===== src/hw/hmsr_regs.svh =====
// Register offsets, reset values and timing figures of the harvest monitor and sleep register bank.
// Assumes inclusion by its bare name from the design module and the bench files.
`ifndef HMSR_REGS_SVH
`define HMSR_REGS_SVH

`define HMSR_OFS_VOC 8'h09
`define HMSR_OFS_CNT_HI 8'h0A
`define HMSR_OFS_CNT_LO 8'h0B
`define HMSR_OFS_THR 8'h0C

`define HMSR_VOC_RESET 8'h1D
`define HMSR_CNT_RESET 16'h0000
`define HMSR_CNT_FULL 16'hFFFF
`define HMSR_THR_RESET 8'h00
`define HMSR_THR_OFF 8'h00
`define HMSR_READ_IDLE 8'h00

`define HMSR_PER_BASE 9'h040
`define HMSR_PER_X2 9'h080
`define HMSR_PER_X4 9'h100
`define HMSR_PER_OFF 2'h3

// Serial bus address; the value is arbitrary
`define HMSR_I2C_ADDR 7'h2A
`define HMSR_BYTE_BITS 4'h8

`endif


===== src/hw/hmsr_pkg.sv =====
// Types shared by the harvest monitor and sleep register bank.
// Assumes the register header sits beside it.
package hmsr_pkg;
   typedef enum logic [2:0] {
      HMSR_IDLE = 3'b000,
      HMSR_ADDR = 3'b001,
      HMSR_ACK = 3'b010,
      HMSR_WRITE = 3'b011,
      HMSR_READ = 3'b100,
      HMSR_RACK = 3'b101
   } hmsr_i2c_e;
   typedef logic [15:0] hmsr_count_t;
endpackage


===== src/hw/hmsr_top.sv =====
// Harvest monitor and sleep register bank behind a two-wire serial register port.
// Assumes the boost converter, measurement sequencer and wake comparator sit on the other ports.
`timescale 1ns/10ps
`default_nettype none
`include "hmsr_regs.svh"

// Contract
// - Keep latest open-circuit voltage as 8-bit code, 10 mV per step.
// - Reading the voltage register starts nothing and sets no force flag.
// - Host write to voltage register replaces the stored result.
// - Voltage updated below 0x1D halts boost and enters sleep.
// - Low-voltage sleep lasts until next measurement or higher written value.
// - Sixteen-bit pulse counter read as upper byte and lower byte.
// - Pulse count is valid only while output rail exceeds wake threshold.
// - Pulse counter saturates at 0xFFFF instead of wrapping.
// - Pulse counter holds its value during sleep.
// - Sleep entered from harvest-count threshold lasts until next measurement or a written voltage of 0x1D or more.
// - Eight-bit threshold compared against the sixteen-bit pulse count.
// - Threshold zero disables count-based sleep.
// - Period code selects 64, 128, 256 measure times; code 3 disables.
// - Force request starts a measurement, then the request flag clears.
module hmsr_top #(
   parameter logic [6:0] DEV_ADDR = `HMSR_I2C_ADDR
) (
   input wire logic mclk,
   input wire logic reset,
   input wire logic scl_in,
   input wire logic sda_in,
   output logic sda_out,
   output logic sda_oe,
   input wire logic inductor_switch_node,
   input wire logic system_output_rail_ok,
   input wire logic [1:0] measure_period_sel,
   input wire logic measure_time_tick,
   input wire logic force_measure_request,
   input wire logic measure_done,
   input wire logic [7:0] open_circuit_voltage_code,
   output logic measure_start,
   output logic sleep_mode,
   output logic boost_halt,
   output logic count_valid,
   output hmsr_pkg::hmsr_count_t harvest_pulse_count
);
   import hmsr_pkg::*;

   logic scl_s1, scl_s2, scl_s3, sda_s1, sda_s2, sda_s3;
   logic lx_s1, lx_s2, lx_s3, rail_s1, rail_s2;
   hmsr_i2c_e state;
   logic [3:0] bit_cnt;
   logic [7:0] shreg, pointer, rd_mux;
   logic first_byte, is_read, master_nack, sda_drive_low;
   logic [7:0] open_circuit_voltage_result, sleep_count_threshold;
   logic forced_voltage_measure, period_due, meas_busy;
   logic [8:0] period_cnt, period_limit;
   logic scl_rise, scl_fall, start_cond, stop_cond;
   logic reg_wr, voc_wr, lx_edge, thr_low, voc_low_meas;

   // Two-flop synchronisers, third stage only for edge detection
   always_ff @(posedge mclk) begin
      if (reset) begin
         scl_s1 <= 1'b1;
         scl_s2 <= 1'b1;
         scl_s3 <= 1'b1;
         sda_s1 <= 1'b1;
         sda_s2 <= 1'b1;
         sda_s3 <= 1'b1;
         lx_s1 <= 1'b0;
         lx_s2 <= 1'b0;
         lx_s3 <= 1'b0;
         rail_s1 <= 1'b0;
         rail_s2 <= 1'b0;
      end else begin
         scl_s1 <= scl_in;
         scl_s2 <= scl_s1;
         scl_s3 <= scl_s2;
         sda_s1 <= sda_in;
         sda_s2 <= sda_s1;
         sda_s3 <= sda_s2;
         lx_s1 <= inductor_switch_node;
         lx_s2 <= lx_s1;
         lx_s3 <= lx_s2;
         rail_s1 <= system_output_rail_ok;
         rail_s2 <= rail_s1;
      end
   end

   assign scl_rise = scl_s2 & ~scl_s3;
   assign scl_fall = ~scl_s2 & scl_s3;
   assign start_cond = scl_s2 & scl_s3 & ~sda_s2 & sda_s3;
   assign stop_cond = scl_s2 & scl_s3 & sda_s2 & ~sda_s3;
   assign lx_edge = lx_s2 & ~lx_s3;
   assign reg_wr = scl_fall && state == HMSR_WRITE && bit_cnt == `HMSR_BYTE_BITS && !first_byte;
   assign voc_wr = reg_wr && pointer == `HMSR_OFS_VOC;
   assign sda_out = 1'b0;
   assign sda_oe = sda_drive_low;
   assign boost_halt = sleep_mode;

   // Read data; reads have no side effect on measurement or force flag
   always_comb begin
      unique case (pointer)
         `HMSR_OFS_VOC: rd_mux = open_circuit_voltage_result;
         `HMSR_OFS_CNT_HI: rd_mux = harvest_pulse_count[15:8];
         `HMSR_OFS_CNT_LO: rd_mux = harvest_pulse_count[7:0];
         `HMSR_OFS_THR: rd_mux = sleep_count_threshold;
         default: rd_mux = `HMSR_READ_IDLE;
      endcase
   end

   // Serial register port: address, pointer, data with auto-increment
   always_ff @(posedge mclk) begin
      if (reset) begin
         state <= HMSR_IDLE;
         bit_cnt <= 4'h0;
         shreg <= 8'h00;
         pointer <= 8'h00;
         first_byte <= 1'b1;
         is_read <= 1'b0;
         master_nack <= 1'b0;
         sda_drive_low <= 1'b0;
      end else if (start_cond) begin
         state <= HMSR_ADDR;
         bit_cnt <= 4'h0;
         first_byte <= 1'b1;
         sda_drive_low <= 1'b0;
      end else if (stop_cond) begin
         state <= HMSR_IDLE;
         sda_drive_low <= 1'b0;
      end else if (scl_rise) begin
         if (state == HMSR_ADDR || state == HMSR_WRITE) begin
            shreg <= {shreg[6:0], sda_s2};
            bit_cnt <= bit_cnt + 4'h1;
         end else if (state == HMSR_RACK) begin
            master_nack <= sda_s2;
         end
      end else if (scl_fall) begin
         unique case (state)
            HMSR_ADDR: begin
               if (bit_cnt == `HMSR_BYTE_BITS) begin
                  if (shreg[7:1] == DEV_ADDR) begin
                     is_read <= shreg[0];
                     sda_drive_low <= 1'b1;
                     state <= HMSR_ACK;
                  end else begin
                     state <= HMSR_IDLE;
                  end
               end
            end
            HMSR_WRITE: begin
               if (bit_cnt == `HMSR_BYTE_BITS) begin
                  if (first_byte) begin
                     pointer <= shreg;
                  end else begin
                     pointer <= pointer + 8'h01;
                  end
                  first_byte <= 1'b0;
                  sda_drive_low <= 1'b1;
                  state <= HMSR_ACK;
               end
            end
            HMSR_ACK: begin
               bit_cnt <= 4'h0;
               if (is_read) begin
                  shreg <= {rd_mux[6:0], 1'b0};
                  sda_drive_low <= ~rd_mux[7];
                  pointer <= pointer + 8'h01;
                  bit_cnt <= 4'h1;
                  state <= HMSR_READ;
               end else begin
                  sda_drive_low <= 1'b0;
                  state <= HMSR_WRITE;
               end
            end
            HMSR_READ: begin
               if (bit_cnt == `HMSR_BYTE_BITS) begin
                  sda_drive_low <= 1'b0;
                  state <= HMSR_RACK;
               end else begin
                  sda_drive_low <= ~shreg[7];
                  shreg <= {shreg[6:0], 1'b0};
                  bit_cnt <= bit_cnt + 4'h1;
               end
            end
            HMSR_RACK: begin
               if (master_nack) begin
                  state <= HMSR_IDLE;
               end else begin
                  shreg <= {rd_mux[6:0], 1'b0};
                  sda_drive_low <= ~rd_mux[7];
                  pointer <= pointer + 8'h01;
                  bit_cnt <= 4'h1;
                  state <= HMSR_READ;
               end
            end
            default: state <= HMSR_IDLE;
         endcase
      end
   end

   // Threshold register
   always_ff @(posedge mclk) begin
      if (reset) begin
         sleep_count_threshold <= `HMSR_THR_RESET;
      end else if (reg_wr && pointer == `HMSR_OFS_THR) begin
         sleep_count_threshold <= shreg;
      end
   end

   // Voltage result: measurement wins over a simultaneous host write
   always_ff @(posedge mclk) begin
      if (reset) begin
         open_circuit_voltage_result <= `HMSR_VOC_RESET;
      end else if (measure_done) begin
         open_circuit_voltage_result <= open_circuit_voltage_code;
      end else if (voc_wr) begin
         open_circuit_voltage_result <= shreg;
      end
   end

   // Measurement scheduling: periodic and forced requests
   always_comb begin
      unique case (measure_period_sel)
         2'h0: period_limit = `HMSR_PER_BASE;
         2'h1: period_limit = `HMSR_PER_X2;
         default: period_limit = `HMSR_PER_X4;
      endcase
   end

   always_ff @(posedge mclk) begin
      if (reset) begin
         period_cnt <= 9'h000;
         period_due <= 1'b0;
      end else begin
         if (measure_period_sel == `HMSR_PER_OFF) begin
            period_cnt <= 9'h000;
         end else if (measure_time_tick) begin
            period_cnt <= (period_cnt == period_limit - 9'h001) ? 9'h000 : period_cnt + 9'h001;
         end
         if (measure_period_sel != `HMSR_PER_OFF && measure_time_tick && period_cnt == period_limit - 9'h001) begin
            period_due <= 1'b1;
         end else if (measure_start) begin
            period_due <= 1'b0;
         end
      end
   end

   always_ff @(posedge mclk) begin
      if (reset) begin
         forced_voltage_measure <= 1'b0;
      end else if (force_measure_request) begin
         forced_voltage_measure <= 1'b1;
      end else if (measure_start) begin
         forced_voltage_measure <= 1'b0;
      end
   end

   always_ff @(posedge mclk) begin
      if (reset) begin
         measure_start <= 1'b0;
         meas_busy <= 1'b0;
      end else begin
         measure_start <= (forced_voltage_measure | period_due) & ~meas_busy & ~measure_start;
         if (measure_start) begin
            meas_busy <= 1'b1;
         end else if (measure_done) begin
            meas_busy <= 1'b0;
         end
      end
   end

   // Sleep decision
   assign voc_low_meas = open_circuit_voltage_code < `HMSR_VOC_RESET;
   assign thr_low = sleep_count_threshold != `HMSR_THR_OFF
      && harvest_pulse_count < {8'h00, sleep_count_threshold};

   always_ff @(posedge mclk) begin
      if (reset) begin
         sleep_mode <= 1'b0;
      end else if (measure_done) begin
         sleep_mode <= voc_low_meas | thr_low;
      end else if (measure_start) begin
         sleep_mode <= 1'b0;
      end else if (voc_wr) begin
         sleep_mode <= shreg < `HMSR_VOC_RESET;
      end
   end

   // Pulse counter: saturating, frozen in sleep, restarted after each evaluation
   always_ff @(posedge mclk) begin
      if (reset) begin
         harvest_pulse_count <= `HMSR_CNT_RESET;
      end else if (measure_done) begin
         harvest_pulse_count <= `HMSR_CNT_RESET;
      end else if (lx_edge && !sleep_mode && harvest_pulse_count != `HMSR_CNT_FULL) begin
         harvest_pulse_count <= harvest_pulse_count + 16'h0001;
      end
   end

   always_ff @(posedge mclk) begin
      if (reset) begin
         count_valid <= 1'b0;
      end else begin
         count_valid <= rail_s2;
      end
   end
endmodule
`default_nettype wire


===== config.mk =====
export PLATFORM = sky130hd
export DESIGN_NAME = hmsr_top
export DESIGN_NICKNAME = d
export VERILOG_FILES = /design/src/hw/hmsr_pkg.sv /design/src/hw/hmsr_top.sv
export VERILOG_INCLUDE_DIRS = /design/src /design/src/hw
export SDC_FILE = /design/constraint.sdc
export NUM_CORES = 1
export LEC_CHECK = 0
export BUFFER_PORTS_ARGS = -buffer_cell sky130_fd_sc_hd__buf_2
export CORE_ASPECT_RATIO = 1.1
export CORE_MARGIN = 3
export CORE_UTILIZATION = 64
export CTS_CLUSTER_DIAMETER = 60
export DETAILED_ROUTE_END_ITERATION = 12
export GPL_TIMING_DRIVEN = 0
export PLACE_DENSITY_LB_ADDON = 0.15
export SLEW_MARGIN = 20
export SYNTH_ARGS = -nofsm -noshare
export SYNTH_HDL_FRONTEND = slang
export SYNTH_SLANG_ARGS = --single-unit

===== constraint.sdc =====
create_clock -name mclk -period 5.15 [get_ports mclk]
set_input_delay 0.7725 -clock mclk [delete_from_list [all_inputs] [get_ports mclk]]
set_output_delay 0.7725 -clock mclk [all_outputs]
set_load 0.02 [all_outputs]

* Yosys cells after proc, flatten, opt, wreduce, memory -nomap -nowiden *
Index checks and enable logic that the tools add are counted.

word-level totals
  bits of input ports = 19
  output and inout port bits = 22
  register bits after elaboration = 85
  logic and storage cells = 181

operators by class
  add/subtract/negate cells = 5
  bitwise gates (word level) = 25
  $lt $le $gt $ge = 3
  multiplexer cells = 50
  equality and inequality tests = 30
  reductions and logical operators = 38

operators by type and width
  operator                                                     number
  two-way mux 8 bit                                            12
  case mux 8 bit (3 select lines)                              2
  equality test 8 x 4 -> 1 bit (second input constant)         4
  case mux 8 bit (4 select lines)                              1
  two-way mux 4 bit                                            5
  AND reduction 5 bit                                          4
  two-way mux 1 bit                                            19
  case mux 9 bit (2 select lines)                              1
  adder 16 x 1 -> 16 bit (second input constant)               1
  less-than comparator 16 x 8 -> 1 bit                         1
  less-than comparator 8 x 5 -> 1 bit (second input constant)  2
  inequality test 16 bit (second input constant)               1
  AND reduction 8 bit                                          2
  two-way mux 3 bit                                            5
  case mux 3 bit (5 select lines)                              1
  AND reduction 7 bit                                          2
  inverter 1 bit                                               13
  case mux 4 bit (3 select lines)                              1
  AND 1 bit                                                    10
  logical AND 1 bit                                            10
  inequality test 2 bit (second input constant)                5
  nonzero test 2 bit                                           5
  adder 9 x 1 -> 9 bit (second input constant)                 1
  equality test 9 bit                                          1
  29 further kinds                                             42

* Depth between registers and ports, before layout *
  word-level depth = 9
  gate-level depth with buffers = 9
  mapped depth without buffers = 7

* Least setup slack after synthesis *
OpenSTA, ideal clock, no wires.

  path type = in2reg
  start = input measure_period_sel[1]
  end = register period_cnt[0]
  cell stages on the path = 7
  setup slack = 2.737 ns
  required time = 5.024 ns
  data arrival time = 2.287 ns
  cells stage by stage = or2_2 ha_1 xnor2_1 nor4b_1 a211o_1 clkbuf_1 nor2_1

between the ends
  longest elaborated chain between the ends = 5
  elaborated cells between the ends (all ways) = 8

RTL lines
  element                                                            RTL line         source
  start: declaration                                                 hmsr_top.sv:33   input wire logic [1:0] measure_period_sel,
  equality test 2 x 1 -> 1 bit or logical NOT 2 bit (tied branches)  hmsr_top.sv:221  unique case (measure_period_sel)
  case mux 9 bit (2 select lines)                                    hmsr_top.sv:221
  subtractor 9 x 1 -> 9 bit                                          hmsr_top.sv:236  period_cnt <= (period_cnt == period_limit - 9'h001) ? 9'h000 : period_cnt + 9'h001;
  equality test 9 bit                                                hmsr_top.sv:236
  two-way mux 9 bit                                                  hmsr_top.sv:236
  end signal: assignment                                             hmsr_top.sv:236
  end: declaration                                                   hmsr_top.sv:54   logic [8:0] period_cnt, period_limit;

Parallel ways exist; a longest one is shown, timed or not.
A chain may end at the register's enable or synchronous reset.

* Final worst setup path *
  start = register pointer[0]
  end = register open_circuit_voltage_result[0]

between the ends
  longest elaborated chain between the ends = 3

RTL lines
  element                       RTL line         source
  start: declaration            hmsr_top.sv:50   logic [7:0] shreg, pointer, rd_mux;
  start signal: assignment      hmsr_top.sv:151  pointer <= shreg;
  start signal: assignment      hmsr_top.sv:153  pointer <= pointer + 8'h01;
  start signal: assignment      hmsr_top.sv:165  pointer <= pointer + 8'h01;
  equality test 8 x 4 -> 1 bit  --
  logical AND 1 bit (no line)   --
  nonzero test 2 bit (no line)  --
  end signal: assignment        hmsr_top.sv:211  open_circuit_voltage_result <= `HMSR_VOC_RESET;
  end signal: assignment        hmsr_top.sv:213  open_circuit_voltage_result <= open_circuit_voltage_code;
  end signal: assignment        hmsr_top.sv:215  open_circuit_voltage_result <= shreg;
  end: declaration              hmsr_top.sv:52   logic [7:0] open_circuit_voltage_result, sleep_count_threshold;

No other way between the ends.

==> impl_results.rst <==
.. list-table::
   :header-rows: 1

   * - Metric
     - Value
   * - Status
     - complete, no violations
   * - Classification of the worst-slack hold path
     - flop to flop
   * - Final Wtd Congestion
     - 0.899
   * - Post-synth EDFFs
     - 0
   * - Detail-routed via count per cell
     - 6.29
   * - CP endpoint kind
     - flop
   * - Starting density of the core
     - 0.664
   * - Peak supply drop
     - 0.164 mV
   * - Slew Limit Headroom
     - 0.532
   * - Total chip power
     - 0.00125 W
   * - Post-route standard cell area excluding fillers
     - 0.00520 mm2
   * - Critical path startpoint
     - pointer[0]
   * - CP max FO
     - 10
   * - Final Hold Vio Count
     - 0
   * - Sequential standard cell area
     - 0.00170 mm2
   * - Final total negative setup slack
     - 0 ns
   * - Required arrival time at the worst endpoint
     - 5.40 ns
   * - Largest cells by area after synthesis
     - sky130_fd_sc_hd__dfxtp_1 36%, sky130_fd_sc_hd__ha_1 5.6%, sky130_fd_sc_hd__nor2_1 4.8%
   * - Total DRC errors in the routed layout
     - 0
   * - RSZ-0062 raised after global routing
     - no
   * - First-pass detailed-route iteration total
     - 5
   * - Clock tree from TritonCTS
     - done
   * - Total of max-cap violations
     - 0
   * - Global route total overflow
     - 0
   * - Wirelength, routed
     - 12.0 mm
   * - Total of warnings raised by yosys
     - 0
   * - Mapped Nets
     - 593
   * - Per-instance average area after synthesis
     - 8.51 um2
   * - Fin crit period
     - 2.73 ns
   * - Post-CTS repair timing setup buffer count
     - 0
   * - Max Transition Viols Final
     - 0
   * - Average wire length per cell after detail routing
     - 17.4 um
   * - Number of different library cells in the post-synthesis netlist
     - 62
   * - Core Area
     - 0.00709 mm2
   * - Final critical-path share of the clock period
     - 0.530
   * - Fin nets
     - 641
   * - Die outline width
     - 87.8 um
   * - Clock tree root buffer cell
     - sky130_fd_sc_hd__clkbuf_8
   * - Library cell occupying the most area in the post-synthesis netlist
     - sky130_fd_sc_hd__dfxtp_1
   * - Source-to-sink clock delay at the later pin of the worst-skew pair
     - 0.37 ns
   * - Worst path cell trace
     - ha_1, clkbuf_1, or4b_1, nor4_1, buf_4, mux2_2, mux2i_1, nand2_1
   * - CTS H-Tree Depth
     - 3
   * - Worst flop-to-flop path startpoint
     - pointer[0]
   * - Post-DP Area
     - 0.00500 mm2
   * - Wire length of the first global-routing pass
     - 19.9 mm
   * - Cell leakage power
     - 2.05 nW
   * - Number of antenna violations at the first check in global routing
     - 0
   * - Startpoint-to-endpoint class of the critical path
     - flop to flop
   * - CTS Hold Bufs
     - 0
   * - Number of vias after detailed routing
     - 4344
   * - Iteration-0 DRC Markers
     - 322
   * - Element type at the critical path start
     - flop
   * - Cts bufs inserted
     - 9
   * - Fraction of registers with async set/reset
     - 0
   * - Area occupied by multi-input gates
     - 0.00279 mm2
   * - Gr usage total
     - 0.298
   * - Final HPWL DP
     - 8.73 mm
   * - Detail Route Antenna Nets
     - 0
   * - Cell at the slowest stage of the critical path
     - sky130_fd_sc_hd__or4b_1
   * - Portion of the post-synthesis area used by sequential elements
     - 0.362
   * - Top-area cell type share of the netlist area
     - 0.362
   * - Most instantiated flip-flop cell in the synthesis netlist
     - sky130_fd_sc_hd__dfxtp_1
   * - Cell count after synthesis
     - 553
   * - Reg clk slew, reported paths
     - 0.09 ns
   * - Num Clock Sinks
     - 85
   * - Total power per unit cell area
     - 240 mW/mm2
   * - Via count of the first global-routing pass
     - 4139
   * - Die outline area
     - 0.00842 mm2
   * - Largest stage delay on the critical path
     - 0.48 ns
   * - Boundary Pins
     - 41
   * - Setup violators final
     - 0
   * - Number of antenna cells inserted
     - 0
   * - Achievable frequency
     - 366 MHz
   * - Die H
     - 95.9 um
   * - Port-buffer cells
     - 37
   * - Data arrival time of the worst path
     - 2.98 ns
   * - Area overhead of the layout relative to synthesis
     - 10.6%
   * - Floorplan row count
     - 32
   * - Netlist Area Pre-Place
     - 0.00471 mm2
   * - Maximum buffer depth of the clock tree
     - 2
   * - Maximum number of pins on one net before global-route repair
     - 16
   * - Total of cells resized after clock tree synthesis
     - 0
   * - Launch instance of the worst min-delay path
     - sda_s1
   * - Count of fill cells added during filler insertion
     - 571
   * - Fraction of final layout cells sized beyond drive strength 1
     - 0.134
   * - Setup slack of the worst register-to-register path
     - 2.42 ns
   * - Fin Clk Skew
     - 0.0151 ns
   * - Flops & latches, synth
     - 85
   * - Transition time at the pin with the least slew margin
     - 0.696 ns
[final timing paths]
kind	depth (start not counted)	to
hold reg to reg	1	sda_s2
setup / recovery	8	open_circuit_voltage_result[0]
setup reg to reg	8	open_circuit_voltage_result[0]
hold / removal	1	sda_s2
[power by group]
part	internal, W	switching (W)
registers	0.000668	0.00000802
logic	0.0000302	0.0000457
clock network	0.000241	0.000257
total	0.000939	0.000311
[worst max-delay path: cells and delay by family (launching register included)]
family	cells	cell delay [ns]
buf+inv	2	0.62
flops	1	0.43
simple gates	3	0.91
mux	2	0.50
fa+ha+maj	1	0.17
[cells in the mapped netlist, types with 10 or more instances]
| cell | count |
|---|---|
| sky130_fd_sc_hd__dfxtp_1 | 85 |
| sky130_fd_sc_hd__nor2_1 | 60 |
| sky130_fd_sc_hd__nand2_1 | 42 |
| sky130_fd_sc_hd__a21oi_1 | 23 |
| sky130_fd_sc_hd__clkbuf_1 | 21 |
| sky130_fd_sc_hd__ha_1 | 21 |
| sky130_fd_sc_hd__inv_1 | 21 |
| sky130_fd_sc_hd__o21ai_0 | 18 |
| sky130_fd_sc_hd__mux2i_1 | 17 |
| sky130_fd_sc_hd__xor2_1 | 17 |
| sky130_fd_sc_hd__nor3_1 | 16 |
| sky130_fd_sc_hd__a22o_1 | 15 |
| sky130_fd_sc_hd__nand4_1 | 14 |
| sky130_fd_sc_hd__nand3_1 | 11 |
| sky130_fd_sc_hd__or2_2 | 11 |
| sky130_fd_sc_hd__and3_1 | 10 |
| sky130_fd_sc_hd__nor2b_1 | 10 |
| sky130_fd_sc_hd__or3_1 | 10 |
| sky130_fd_sc_hd__xnor2_1 | 10 |
[metrics by stage]
stage          setup WS, ns  std cells   util  hold WS [ns]
2_1_floorplan          2.74        553      -         0.389
3_3_place_gp           2.44        675  0.705         0.395
3_5_place_dp           2.30        675  0.705         0.409
4_1_cts                2.48        691  0.734         0.429
5_1_grt                2.29        691  0.734         0.444
6_report               2.42        691  0.734         0.422
[cell type report]
type / count / share of cell area
Multi-Input combinational cell: 415 / 0.536
Sequential cell: 85 / 0.327
Timing Repair Buffer: 37 / 0.0356
Clock buffer: 10 / 0.0264
Buffer: 31 / 0.0257
Tap cell: 85 / 0.0204
Inverter: 22 / 0.0159
Clock inverter: 6 / 0.0132
[per-layer routing]
metal / track usage / part of all wire / up-vias
met5: 0 / 0 / -
met4: 0.110 / 0.022 / 0
met3: 0.0514 / 0.058 / 26
met2: 0.514 / 0.49 / 160
met1: 0.371 / 0.43 / 2071
li1: - / - / 2087
[layout by cell type, fill, tap and decap left out, types with 17 or more instances in the layout]
master,n
sky130_fd_sc_hd__nor2_1,60
sky130_fd_sc_hd__mux2i_1,17
sky130_fd_sc_hd__clkbuf_1,21
sky130_fd_sc_hd__xor2_1,17
sky130_fd_sc_hd__o21ai_0,18
sky130_fd_sc_hd__buf_2,42
sky130_fd_sc_hd__nand2_1,42
sky130_fd_sc_hd__ha_1,21
sky130_fd_sc_hd__inv_1,21
sky130_fd_sc_hd__a21oi_1,23
sky130_fd_sc_hd__dfxtp_1,85
[state kept, by name (all words and copies together), names as in the netlist, 3 cells and up]
name                         cells
harvest_pulse_count             16
shreg                            8
sleep_count_threshold            8
state                            3
pointer                          8
period_cnt                       9
open_circuit_voltage_result      8
bit_cnt                          4
[logic make-up (layout without fill, tap and decap cells)]
| kind of cell | count (synthesis) | after routing | synth area share |
|---|---|---|---|
| muxes | 26 | 26 | 0.0577 |
| other | 1 | 1 | 0.000797 |
| xor gates and xnor gates | 27 | 27 | 0.0502 |
| and+or+nand+nor | 226 | 226 | 0.255 |
| buffers and inverters | 53 | 106 | 0.0460 |
| adders and majority gates | 21 | 21 | 0.0558 |
| AOI/OAI and AO/OA | 114 | 114 | 0.173 |
| DFF | 85 | 85 | 0.362 |
No activity file was read; power rests on OpenSTA's default activity.
